===== src/verilog/rtc_defs.svh =====
// Register offsets, field positions, reset values and timing counts
`ifndef RTC_DEFS_SVH
`define RTC_DEFS_SVH

// Serial slave address, arbitrary value
`define RTC_I2C_ADDR 7'h32

// Timing
`define RTC_CLK_NS 10
`define RTC_IRQ_PULSE_NS 1000
`define RTC_IRQ_PULSE_CYC ((`RTC_IRQ_PULSE_NS) / (`RTC_CLK_NS))

// Register offsets
`define RTC_OFS_DEVICE_CONTROL 4'h0
`define RTC_OFS_IRQ_CONTROL_FLAGS 4'h1
`define RTC_OFS_SECONDS_AND_INTEGRITY 4'h2
`define RTC_OFS_MINUTES_COUNT 4'h3
`define RTC_OFS_HOURS_COUNT 4'h4
`define RTC_OFS_DAY_OF_MONTH 4'h5
`define RTC_OFS_DAY_OF_WEEK 4'h6
`define RTC_OFS_MONTH_AND_CENTURY 4'h7
`define RTC_OFS_YEAR_COUNT 4'h8
`define RTC_OFS_ALARM_MINUTE 4'h9
`define RTC_OFS_ALARM_HOUR 4'ha
`define RTC_OFS_ALARM_DAY 4'hb
`define RTC_OFS_ALARM_WEEKDAY 4'hc
`define RTC_OFS_SQUARE_WAVE_CONTROL 4'hd
`define RTC_OFS_COUNTDOWN_CONTROL 4'he
`define RTC_OFS_COUNTDOWN_VALUE 4'hf

// Field positions
`define RTC_BIT_EXT_TEST_CLOCK_SELECT 7
`define RTC_BIT_STOP 5
`define RTC_BIT_RESET_OVERRIDE_PERMIT 3
`define RTC_BIT_IRQ_PULSE_MODE 4
`define RTC_BIT_ALARM_FLAG 3
`define RTC_BIT_TIMER_FLAG 2
`define RTC_BIT_ALARM_IRQ_ENABLE 1
`define RTC_BIT_TIMER_IRQ_ENABLE 0
`define RTC_BIT_VOLTAGE_LOW_FLAG 7
`define RTC_BIT_ENABLE 7

// Implemented bits of the plain storage
`define RTC_MSK_DEVICE_CONTROL 8'ha8
`define RTC_MSK_IRQ_CONTROL_FLAGS 8'h13
`define RTC_MSK_SECONDS 8'h7f
`define RTC_MSK_MINUTES 8'h7f
`define RTC_MSK_HOURS 8'h3f
`define RTC_MSK_DAY_OF_MONTH 8'h3f
`define RTC_MSK_DAY_OF_WEEK 8'h07
`define RTC_MSK_MONTH_AND_CENTURY 8'h9f
`define RTC_MSK_YEAR 8'hff
`define RTC_MSK_ALARM_MINUTE 8'hff
`define RTC_MSK_ALARM_HOUR 8'hbf
`define RTC_MSK_ALARM_DAY 8'hbf
`define RTC_MSK_ALARM_WEEKDAY 8'h87
`define RTC_MSK_SQUARE_WAVE_CONTROL 8'h83
`define RTC_MSK_COUNTDOWN_CONTROL 8'h83
`define RTC_MSK_COUNTDOWN_VALUE 8'hff

// Reset values
`define RTC_RST_DEVICE_CONTROL 8'h08
`define RTC_RST_SQUARE_WAVE_CONTROL 8'h80
`define RTC_RST_OTHER 8'h00
`define RTC_RST_VOLTAGE_LOW_FLAG 1'b1

`endif


===== src/verilog/rtc_pkg.sv =====
// Types used by the serial slave of the register bank
`default_nettype none
package rtc_pkg;
	typedef enum logic [3:0] {
		ST_IDLE,
		ST_DEV,
		ST_D_ACK,
		ST_REG,
		ST_WR,
		ST_W_ACK,
		ST_RD,
		ST_R_ACK,
		ST_WAIT
	} slave_state_t;
endpackage
`default_nettype wire


===== src/verilog/rtc_i2c_slave.sv =====
// Two-wire serial slave with an auto-incrementing register pointer
`include "rtc_defs.svh"
`default_nettype none
module rtc_i2c_slave (
	input wire logic i_clk,
	input wire logic i_srst,
	input wire logic i_scl,
	input wire logic i_sda,
	output logic o_sda_out,
	output logic o_sda_oe_n,
	output logic o_busy,
	output logic o_wr_stb,
	output logic [3:0] o_addr,
	output logic [7:0] o_wdata,
	input wire logic [7:0] i_rdata
);
	logic [1:0] scl_sync;
	logic [1:0] sda_sync;
	logic scl_q;
	logic sda_q;
	rtc_pkg::slave_state_t state;
	logic [3:0] bit_cnt;
	logic [7:0] shift;
	logic [7:0] tx;
	logic sda_low;
	logic rd_mode;
	logic after_data;
	logic scl_rise;
	logic scl_fall;
	logic start_cond;
	logic stop_cond;

	// ==========================================
	// Pin synchronisers
	always_ff @(posedge i_clk) begin
		if (i_srst) begin
			scl_sync <= 2'h3;
			sda_sync <= 2'h3;
			scl_q <= 1'b1;
			sda_q <= 1'b1;
		end else begin
			scl_sync <= {scl_sync[0], i_scl};
			sda_sync <= {sda_sync[0], i_sda};
			scl_q <= scl_sync[1];
			sda_q <= sda_sync[1];
		end
	end

	assign scl_rise = scl_sync[1] & ~scl_q;
	assign scl_fall = ~scl_sync[1] & scl_q;
	assign start_cond = scl_sync[1] & scl_q & sda_q & ~sda_sync[1];
	assign stop_cond = scl_sync[1] & scl_q & ~sda_q & sda_sync[1];

	// ==========================================
	// Byte engine; the pointer moves after every data byte
	always_ff @(posedge i_clk) begin
		if (i_srst) begin
			state <= rtc_pkg::ST_IDLE;
			bit_cnt <= 4'h0;
			shift <= 8'h00;
			tx <= 8'h00;
			sda_low <= 1'b0;
			rd_mode <= 1'b0;
			after_data <= 1'b0;
			o_addr <= 4'h0;
			o_wdata <= 8'h00;
			o_wr_stb <= 1'b0;
		end else begin
			o_wr_stb <= 1'b0;
			if (start_cond) begin
				state <= rtc_pkg::ST_DEV;
				bit_cnt <= 4'h0;
				sda_low <= 1'b0;
			end else if (stop_cond) begin
				state <= rtc_pkg::ST_IDLE;
				sda_low <= 1'b0;
			end else if (scl_rise) begin
				case (state)
					rtc_pkg::ST_DEV, rtc_pkg::ST_REG, rtc_pkg::ST_WR: begin
						shift <= {shift[6:0], sda_sync[1]};
						bit_cnt <= bit_cnt + 4'h1;
					end
					rtc_pkg::ST_RD: bit_cnt <= bit_cnt + 4'h1;
					// Master refused the byte: stay off the bus until the next start or stop
					rtc_pkg::ST_R_ACK: if (sda_sync[1]) state <= rtc_pkg::ST_WAIT;
					default: ;
				endcase
			end else if (scl_fall) begin
				case (state)
					rtc_pkg::ST_DEV: if (bit_cnt == 4'h8) begin
						if (shift[7:1] == `RTC_I2C_ADDR) begin
							state <= rtc_pkg::ST_D_ACK;
							sda_low <= 1'b1;
							rd_mode <= shift[0];
						end else begin
							state <= rtc_pkg::ST_WAIT;
						end
					end
					rtc_pkg::ST_D_ACK, rtc_pkg::ST_R_ACK: begin
						bit_cnt <= 4'h0;
						if (rd_mode) begin
							state <= rtc_pkg::ST_RD;
							tx <= {i_rdata[6:0], 1'b0};
							sda_low <= ~i_rdata[7];
							o_addr <= o_addr + 4'h1;
						end else begin
							state <= rtc_pkg::ST_REG;
							sda_low <= 1'b0;
						end
					end
					rtc_pkg::ST_REG: if (bit_cnt == 4'h8) begin
						o_addr <= shift[3:0];
						after_data <= 1'b0;
						state <= rtc_pkg::ST_W_ACK;
						sda_low <= 1'b1;
					end
					rtc_pkg::ST_WR: if (bit_cnt == 4'h8) begin
						o_wdata <= shift;
						o_wr_stb <= 1'b1;
						after_data <= 1'b1;
						state <= rtc_pkg::ST_W_ACK;
						sda_low <= 1'b1;
					end
					rtc_pkg::ST_W_ACK: begin
						sda_low <= 1'b0;
						bit_cnt <= 4'h0;
						state <= rtc_pkg::ST_WR;
						if (after_data) o_addr <= o_addr + 4'h1;
					end
					rtc_pkg::ST_RD: if (bit_cnt == 4'h8) begin
						sda_low <= 1'b0;
						state <= rtc_pkg::ST_R_ACK;
					end else begin
						sda_low <= ~tx[7];
						tx <= {tx[6:0], 1'b0};
					end
					default: ;
				endcase
			end
		end
	end

	assign o_busy = state != rtc_pkg::ST_IDLE;
	assign o_sda_out = 1'b0;
	assign o_sda_oe_n = ~sda_low;
endmodule
`default_nettype wire


===== src/verilog/rtc_control_register_map.sv =====
// Register bank of the real-time clock with its serial slave and interrupt pin
`include "rtc_defs.svh"
`default_nettype none
module rtc_control_register_map (
	input wire logic i_clk,
	input wire logic i_srst,
	input wire logic i_scl,
	input wire logic i_sda,
	output logic o_sda_out,
	output logic o_sda_oe_n,
	input wire logic i_alarm_event,
	input wire logic i_timer_event,
	input wire logic i_voltage_low,
	input wire logic [3:0] i_side_addr,
	input wire logic i_side_we,
	input wire logic [7:0] i_side_wdata,
	output logic [7:0] o_side_rdata,
	output logic o_time_freeze,
	output logic o_ext_test_clock_select,
	output logic o_divider_clear,
	output logic o_reset_override_permit,
	output logic o_square_wave_enable,
	output logic [1:0] o_square_wave_rate,
	output logic o_countdown_enable,
	output logic [1:0] o_countdown_source_select,
	output logic [7:0] o_countdown_value,
	output logic o_irq_out,
	output logic o_irq_oe_n
);
	logic [7:0] regs [16];
	logic alarm_flag;
	logic timer_flag;
	logic voltage_low_flag;
	logic host_wr;
	logic [3:0] host_addr;
	logic [7:0] host_wdata;
	logic [7:0] host_rdata;
	logic side_ok;
	logic [7:0] pulse_cnt;
	logic pulse_active;
	logic irq;
	logic next_irq;
	logic alarm_irq_enable;
	logic timer_irq_enable;
	logic irq_pulse_mode;

	// ==========================================
	// Per-register tables

	// Unused and reserved bits never reach storage
	function automatic logic [7:0] wr_mask(input logic [3:0] idx);
		case (idx)
			`RTC_OFS_DEVICE_CONTROL: wr_mask = `RTC_MSK_DEVICE_CONTROL;
			`RTC_OFS_IRQ_CONTROL_FLAGS: wr_mask = `RTC_MSK_IRQ_CONTROL_FLAGS;
			`RTC_OFS_SECONDS_AND_INTEGRITY: wr_mask = `RTC_MSK_SECONDS;
			`RTC_OFS_MINUTES_COUNT: wr_mask = `RTC_MSK_MINUTES;
			`RTC_OFS_HOURS_COUNT: wr_mask = `RTC_MSK_HOURS;
			`RTC_OFS_DAY_OF_MONTH: wr_mask = `RTC_MSK_DAY_OF_MONTH;
			`RTC_OFS_DAY_OF_WEEK: wr_mask = `RTC_MSK_DAY_OF_WEEK;
			`RTC_OFS_MONTH_AND_CENTURY: wr_mask = `RTC_MSK_MONTH_AND_CENTURY;
			`RTC_OFS_YEAR_COUNT: wr_mask = `RTC_MSK_YEAR;
			`RTC_OFS_ALARM_MINUTE: wr_mask = `RTC_MSK_ALARM_MINUTE;
			`RTC_OFS_ALARM_HOUR: wr_mask = `RTC_MSK_ALARM_HOUR;
			`RTC_OFS_ALARM_DAY: wr_mask = `RTC_MSK_ALARM_DAY;
			`RTC_OFS_ALARM_WEEKDAY: wr_mask = `RTC_MSK_ALARM_WEEKDAY;
			`RTC_OFS_SQUARE_WAVE_CONTROL: wr_mask = `RTC_MSK_SQUARE_WAVE_CONTROL;
			`RTC_OFS_COUNTDOWN_CONTROL: wr_mask = `RTC_MSK_COUNTDOWN_CONTROL;
			default: wr_mask = `RTC_MSK_COUNTDOWN_VALUE;
		endcase
	endfunction

	function automatic logic [7:0] rst_val(input logic [3:0] idx);
		case (idx)
			`RTC_OFS_DEVICE_CONTROL: rst_val = `RTC_RST_DEVICE_CONTROL;
			`RTC_OFS_SQUARE_WAVE_CONTROL: rst_val = `RTC_RST_SQUARE_WAVE_CONTROL;
			default: rst_val = `RTC_RST_OTHER;
		endcase
	endfunction

	// Only the unit digit is checked, and nothing in the day of week; tens are masked narrow except in the year, whose tens digit can pass 9
	function automatic logic bcd_ok(input logic [3:0] idx, input logic [7:0] d);
		if (idx == `RTC_OFS_DAY_OF_WEEK) begin
			bcd_ok = 1'b1;
		end else begin
			bcd_ok = d[3:0] <= 4'h9;
		end
	endfunction

	// Flags and the integrity bit live outside the plain storage
	function automatic logic [7:0] read_val(input logic [3:0] idx);
		read_val = regs[idx];
		if (idx == `RTC_OFS_IRQ_CONTROL_FLAGS) begin
			read_val[`RTC_BIT_ALARM_FLAG] = alarm_flag;
			read_val[`RTC_BIT_TIMER_FLAG] = timer_flag;
		end else if (idx == `RTC_OFS_SECONDS_AND_INTEGRITY) begin
			read_val[`RTC_BIT_VOLTAGE_LOW_FLAG] = voltage_low_flag;
		end
	endfunction

	// ==========================================
	// Serial slave

	rtc_i2c_slave u_slave (
		.i_clk(i_clk),
		.i_srst(i_srst),
		.i_scl(i_scl),
		.i_sda(i_sda),
		.o_sda_out(o_sda_out),
		.o_sda_oe_n(o_sda_oe_n),
		.o_busy(o_time_freeze),
		.o_wr_stb(host_wr),
		.o_addr(host_addr),
		.o_wdata(host_wdata),
		.i_rdata(host_rdata)
	);

	always_comb begin
		host_rdata = read_val(host_addr);
	end

	// ==========================================
	// Storage

	// Time engine writes are refused during a transfer so no carry lands mid-read
	always_comb begin
		side_ok = i_side_we && !o_time_freeze
			&& i_side_addr >= `RTC_OFS_SECONDS_AND_INTEGRITY
			&& i_side_addr <= `RTC_OFS_YEAR_COUNT
			&& bcd_ok(i_side_addr, i_side_wdata);
	end

	// Host wins over the time engine on a same-cycle clash
	for (genvar g = 0; g < 16; g++) begin : g_reg
		always_ff @(posedge i_clk) begin
			if (i_srst) begin
				regs[g] <= rst_val(4'(g));
			end else if (host_wr && host_addr == 4'(g)) begin
				regs[g] <= host_wdata & wr_mask(4'(g));
			end else if (side_ok && i_side_addr == 4'(g)) begin
				regs[g] <= i_side_wdata & wr_mask(4'(g));
			end
		end
	end

	always_ff @(posedge i_clk) begin
		o_side_rdata <= i_srst ? 8'h00 : read_val(i_side_addr);
	end

	// ==========================================
	// Sticky flags; a set in the clearing cycle wins

	always_ff @(posedge i_clk) begin
		if (i_srst) begin
			alarm_flag <= 1'b0;
		end else if (i_alarm_event) begin
			alarm_flag <= 1'b1;
		end else if (host_wr && host_addr == `RTC_OFS_IRQ_CONTROL_FLAGS) begin
			alarm_flag <= alarm_flag & host_wdata[`RTC_BIT_ALARM_FLAG];
		end
	end

	always_ff @(posedge i_clk) begin
		if (i_srst) begin
			timer_flag <= 1'b0;
		end else if (i_timer_event) begin
			timer_flag <= 1'b1;
		end else if (host_wr && host_addr == `RTC_OFS_IRQ_CONTROL_FLAGS) begin
			timer_flag <= timer_flag & host_wdata[`RTC_BIT_TIMER_FLAG];
		end
	end

	always_ff @(posedge i_clk) begin
		if (i_srst) begin
			voltage_low_flag <= `RTC_RST_VOLTAGE_LOW_FLAG;
		end else if (i_voltage_low) begin
			voltage_low_flag <= 1'b1;
		end else if (host_wr && host_addr == `RTC_OFS_SECONDS_AND_INTEGRITY) begin
			voltage_low_flag <= host_wdata[`RTC_BIT_VOLTAGE_LOW_FLAG];
		end
	end

	// ==========================================
	// Control outputs

	assign o_ext_test_clock_select =
		regs[`RTC_OFS_DEVICE_CONTROL][`RTC_BIT_EXT_TEST_CLOCK_SELECT];
	// Divider clears itself asynchronously on this level; square wave keeps running
	assign o_divider_clear = regs[`RTC_OFS_DEVICE_CONTROL][`RTC_BIT_STOP];
	assign o_reset_override_permit =
		regs[`RTC_OFS_DEVICE_CONTROL][`RTC_BIT_RESET_OVERRIDE_PERMIT];
	assign o_square_wave_enable = regs[`RTC_OFS_SQUARE_WAVE_CONTROL][`RTC_BIT_ENABLE];
	assign o_square_wave_rate = regs[`RTC_OFS_SQUARE_WAVE_CONTROL][1:0];
	assign o_countdown_enable = regs[`RTC_OFS_COUNTDOWN_CONTROL][`RTC_BIT_ENABLE];
	assign o_countdown_source_select = regs[`RTC_OFS_COUNTDOWN_CONTROL][1:0];
	assign o_countdown_value = regs[`RTC_OFS_COUNTDOWN_VALUE];

	assign alarm_irq_enable =
		regs[`RTC_OFS_IRQ_CONTROL_FLAGS][`RTC_BIT_ALARM_IRQ_ENABLE];
	assign timer_irq_enable =
		regs[`RTC_OFS_IRQ_CONTROL_FLAGS][`RTC_BIT_TIMER_IRQ_ENABLE];
	assign irq_pulse_mode = regs[`RTC_OFS_IRQ_CONTROL_FLAGS][`RTC_BIT_IRQ_PULSE_MODE];

	// ==========================================
	// Interrupt pin

	// Fixed pulse width; the countdown's own source clock is not seen here
	always_ff @(posedge i_clk) begin
		if (i_srst) begin
			pulse_cnt <= 8'h00;
		end else if (i_timer_event) begin
			pulse_cnt <= 8'(`RTC_IRQ_PULSE_CYC);
		end else if (pulse_cnt != 8'h00) begin
			pulse_cnt <= pulse_cnt - 8'h01;
		end
	end

	assign pulse_active = pulse_cnt != 8'h00;

	always_comb begin
		next_irq = (alarm_flag && alarm_irq_enable)
			|| (timer_irq_enable && (irq_pulse_mode ? pulse_active : timer_flag));
	end

	always_ff @(posedge i_clk) begin
		if (i_srst) begin
			irq <= 1'b0;
		end else begin
			irq <= next_irq;
		end
	end

	// Open drain: only ever pulls low
	assign o_irq_out = 1'b0;
	assign o_irq_oe_n = ~irq;
endmodule
`default_nettype wire


===== config.mk =====
export PLATFORM = sky130hd
export DESIGN_NAME = rtc_control_register_map
export DESIGN_NICKNAME = d
export VERILOG_FILES = /design/src/verilog/rtc_pkg.sv /design/src/verilog/rtc_i2c_slave.sv /design/src/verilog/rtc_control_register_map.sv
export VERILOG_INCLUDE_DIRS = /design/src /design/src/verilog
export SDC_FILE = /design/constraint.sdc
export NUM_CORES = 1
export LEC_CHECK = 0
export ABC_AREA = 1
export BUFFER_PORTS_ARGS = -buffer_cell sky130_fd_sc_hd__buf_4
export CAP_MARGIN = 20
export CORE_MARGIN = 2
export CORE_UTILIZATION = 57
export CTS_BUF_LIST = sky130_fd_sc_hd__clkbuf_4 sky130_fd_sc_hd__clkbuf_8
export DETAILED_ROUTE_END_ITERATION = 8
export PLACE_DENSITY = 0.8
export SYNTH_ARGS = -nofsm -noshare
export SYNTH_HDL_FRONTEND = slang
export SYNTH_SLANG_ARGS = --single-unit

===== constraint.sdc =====
create_clock -name i_clk -period 2.75 [get_ports i_clk]
set_input_delay 0.55 -clock i_clk [delete_from_list [all_inputs] [get_ports i_clk]]
set_output_delay 0.55 -clock i_clk [all_outputs]
set_load 0.005 [all_outputs]

==> impl_metrics.csv <==
group,metric,value,unit
run_status,outcome,"complete, no violations",
worst_hold_path,worst_min_path_start,"i_sda",
cts,cts_buffers,17,
place,detailed_place_hpwl,20000,µm
route,drtPass1Iterations,6,
critical_path,setup.reg_to_reg.worst_slack,0.52,ns
timing,fmaxAchievable,0.448,GHz
critical_path,setup.worst_path.end_class,"flop",
die,floorplan.initialDensity,0.584,
critical_path,crit_chain,"ha_1 -> nand2_1 -> o21ai_0",
synth,synth.yosys.seq_area_share,0.477,
critical_path,startpoint_type,"flop",
cts,cts_hold_repair.buffers,0,
global_route,grt_start_max_net_pins,47,
cts,clk_latency,0.48,ns
die,dieArea,0.0159,mm²
cts,post_cts.repair.setup_buffers,0,
timing,worst_slew_margin_rel,0.245,
worst_hold_path,worstHoldPathType,"in2reg",
finish,mostFrequentLayoutCells,"263 x sky130_fd_sc_hd__nand2_1, 147 x sky130_fd_sc_hd__nor2_1, 121 x sky130_fd_sc_hd__inv_1, 89 x sky130_fd_sc_hd__edfxtp_1, 79 x sky130_fd_sc_hd__o21ai_0",
route,ant_nets,0,
critical_path,crit-reg2reg-launch,"u_slave.o_addr[1]$_SDFFE_PP0P_",
synth,syn_area_per_cell,7.70,µm²
global_route,via_count_of_the_first_global_routing_pass,7463,
route,wl_per_cell,20.2,µm
worst_hold_path,worst_hold_end,"u_slave.sda_sync[0]$_SDFF_PP1_",
synth,syn-cell-area,0.00849,mm²
finish,finish.net_count,1182,
cts,clk_pin_slew,0.09,ns
route,drt_first_iter_violations,1413,
pwr,ir_drop,0.358,mV
die,floorplan.io_pins,50,
pwr,power.static_leakage,0.00392,µW
critical_path,criticalPathCategory,"reg2reg",
critical_path,arrival,2.33,ns
cts,cts-resized-gates,0,
die,die_height,126,µm
global_route,grt_remaining_overflow,0,
route,vias,8228,
synth,yosys_most_used_dff,"sky130_fd_sc_hd__edfxtp_1",
global_route,first_pass_grt_wire_length,41900,µm
timing,layout_worst_path_cycle_share,0.811,
critical_path,reg2reg_depth,3,
synth,synth-edff-count,89,
cts,clock_tree_from_tritoncts,"yes",
timing,report.final.hold_viol_count,0,
cts,clock_tree.root_cell,"sky130_fd_sc_hd__clkbuf_8",
timing,slew_violations,0,
die,rows,44,
timing,setup-violations-final,0,
route,detail_route.vias_per_cell,6.10,
cts,clock-sinks,158,
global_route,grtUsageTotal,0.345,
finish,layout_area_growth_over_synthesis,11.2,%
worst_hold_path,whs_path_depth,2,
synth,number_of_different_library_cells_in_the_post_synthesis_netlist,41,
place,place.detailed.instances,1316,
cts,ctsLongestPathBuffers,2,
timing,rsz0062_at_grt,"no",
timing,max_slew.worst_pin.slew,1.12,ns
place,io_buffer_count,47,
pwr,power_density,501,mW/mm²
route,drc,0,
synth,ys.warnings.count,0,
critical_path,worstPathRequired,2.85,ns
synth,async_flop_share,0,
flow_run,max_cap_viol_count,0,
synth,ys_ff_latch,158,
critical_path,worst_path_largest_cell_delay,0.95,ns
finish,n_antenna_cell,0,
critical_path,worst_r2r_endpoint,"regs[11][1]$_DFFE_PP_",
timing,fin_tns_setup,0,ns
critical_path,critPathSlowestCell,"sky130_fd_sc_hd__o21ai_0",
finish,post_route_cells_drive_above_1_share,0.118,
timing,fin_crit,2.23,ns
finish,finalNonFillerCells,1349,
cts,cts.htree.levels,4,
place,gp_congestion,1.04,
die,die_width,126,µm
synth,postSynthCellCount,1102,
timing,final.setup_skew,0.0145,ns
finish,leading_cell_type_in_the_layout_fill_and_taps_excluded,"sky130_fd_sc_hd__nand2_1",
global_route,antenna_violations_before_repair,0,
timing,hold_slack,0.254,ns
route,route.final.wire_length,27300,µm
critical_path,crit_path_max_fanout,7,
die,core_area,0.0145,mm²
kinds of logic (layout without fill, tap and decap cells):
kind of cell	count (synthesis)	count (layout)	synth area share
compound gates	228	228	0.153
xor+xnor	3	3	0.00310
fa+ha+maj	10	10	0.0147
buf+inv	166	228	0.0777
flops	158	158	0.477
other cells	1	2	0.000442
simple gates	536	536	0.274
Yosys cell counts, types with 6 or more instances:
cell	instances	area, µm²
sky130_fd_sc_hd__nand2_1	263	987
sky130_fd_sc_hd__buf_2	11	55.1
sky130_fd_sc_hd__clkbuf_1	21	78.8
sky130_fd_sc_hd__a21oi_1	62	310
sky130_fd_sc_hd__dfxtp_1	69	1380
sky130_fd_sc_hd__o21ai_2	8	70.1
sky130_fd_sc_hd__nor2_1	147	552
sky130_fd_sc_hd__nor3_1	10	50.1
sky130_fd_sc_hd__o22ai_1	17	106
sky130_fd_sc_hd__a22oi_1	22	165
sky130_fd_sc_hd__nand3_1	78	390
sky130_fd_sc_hd__or2_2	8	50.1
sky130_fd_sc_hd__o21ai_0	79	395
sky130_fd_sc_hd__o211ai_1	6	45.0
sky130_fd_sc_hd__a31oi_1	6	37.5
sky130_fd_sc_hd__ha_1	10	125
sky130_fd_sc_hd__nand4_1	13	81.3
sky130_fd_sc_hd__inv_1	121	454
sky130_fd_sc_hd__o21ai_1	19	95.1
sky130_fd_sc_hd__edfxtp_1	89	2670
flip-flops by register name, summed over array words and instances, names as in the netlist, 2 cells and up, named ones only:
register,flops
regs,89
o_side_rdata,8
pulse_cnt,8
u_slave.o_wdata,8
u_slave.shift,8
u_slave.tx,7
u_slave.bit_cnt,4
u_slave.o_addr,4
u_slave.state,4
u_slave.scl_sync,2
u_slave.sda_sync,2
through the flow:
step | setup slack, ns | area, µm² | total power, µW | utilization
after floorplan | 0.722 | 8490 | 2930 | -
after global placement | 0.399 | 9060 | 3110 | 0.624
after detailed placement | 0.357 | 9060 | 3120 | 0.624
after CTS | 0.583 | 9430 | 4720 | 0.649
after global routing | 0.469 | 9440 | 4870 | 0.649
final | 0.519 | 9440 | 4730 | 0.649
power by group:
part / internal (µW) / leakage (µW) / switching, µW
Clock: 723 / 0.000193 / 927
Sequential: 2570 / 0.00144 / 67.2
Combinational: 149 / 0.00228 / 288
Total: 3450 / 0.00392 / 1280
final cells by class:
| type | count | area [µm²] |
|---|---|---|
| sequential | 158 | 4050 |
| inverter | 127 | 477 |
| multi-input combinational | 779 | 3780 |
| clock inverter | 15 | 134 |
| fill | 1290 | 5100 |
| timing repair buffer | 69 | 528 |
| tap | 184 | 230 |
| clock buffer | 17 | 234 |
per-layer routing:
metal / track usage / vias up / wire [µm]
met3: 0.0654 / 91 / 3390
met4: 0.155 / 0 / 1200
met5: 0 / - / 0
met1: 0.489 / 3747 / 10800
li1: - / 3785 / -
met2: 0.518 / 605 / 11900
how the worst max path moves through the flow:
stage	slack, ns	cells past startpoint	endpoint	startpoint
floorplan	0.72	5	regs[8][0]$_SDFFCE_PN0P_	i_side_addr[3]
global placement	0.40	9	regs[5][2]$_DFFE_PP_	i_side_addr[1]
detailed placement	0.36	9	regs[4][0]$_DFFE_PP_	i_side_addr[1]
CTS	0.58	7	regs[4][0]$_DFFE_PP_	u_slave.state[3]$_SDFFE_PP0P_
global route	0.47	4	regs[10][1]$_DFFE_PP_	u_slave.o_addr[0]$_SDFFE_PP0P_
finish	0.52	3	regs[11][1]$_DFFE_PP_	u_slave.o_addr[1]$_SDFFE_PP0P_
critical path, delay by kind of cell, from the launching register on:
kind / cells / cell delay, ns
DFF: 1 / 0.42
and+or+nand+nor: 1 / 0.24
AOI/OAI and AO/OA: 1 / 0.95
adders and majority gates: 1 / 0.25
Power figures use the tool's default switching activity.
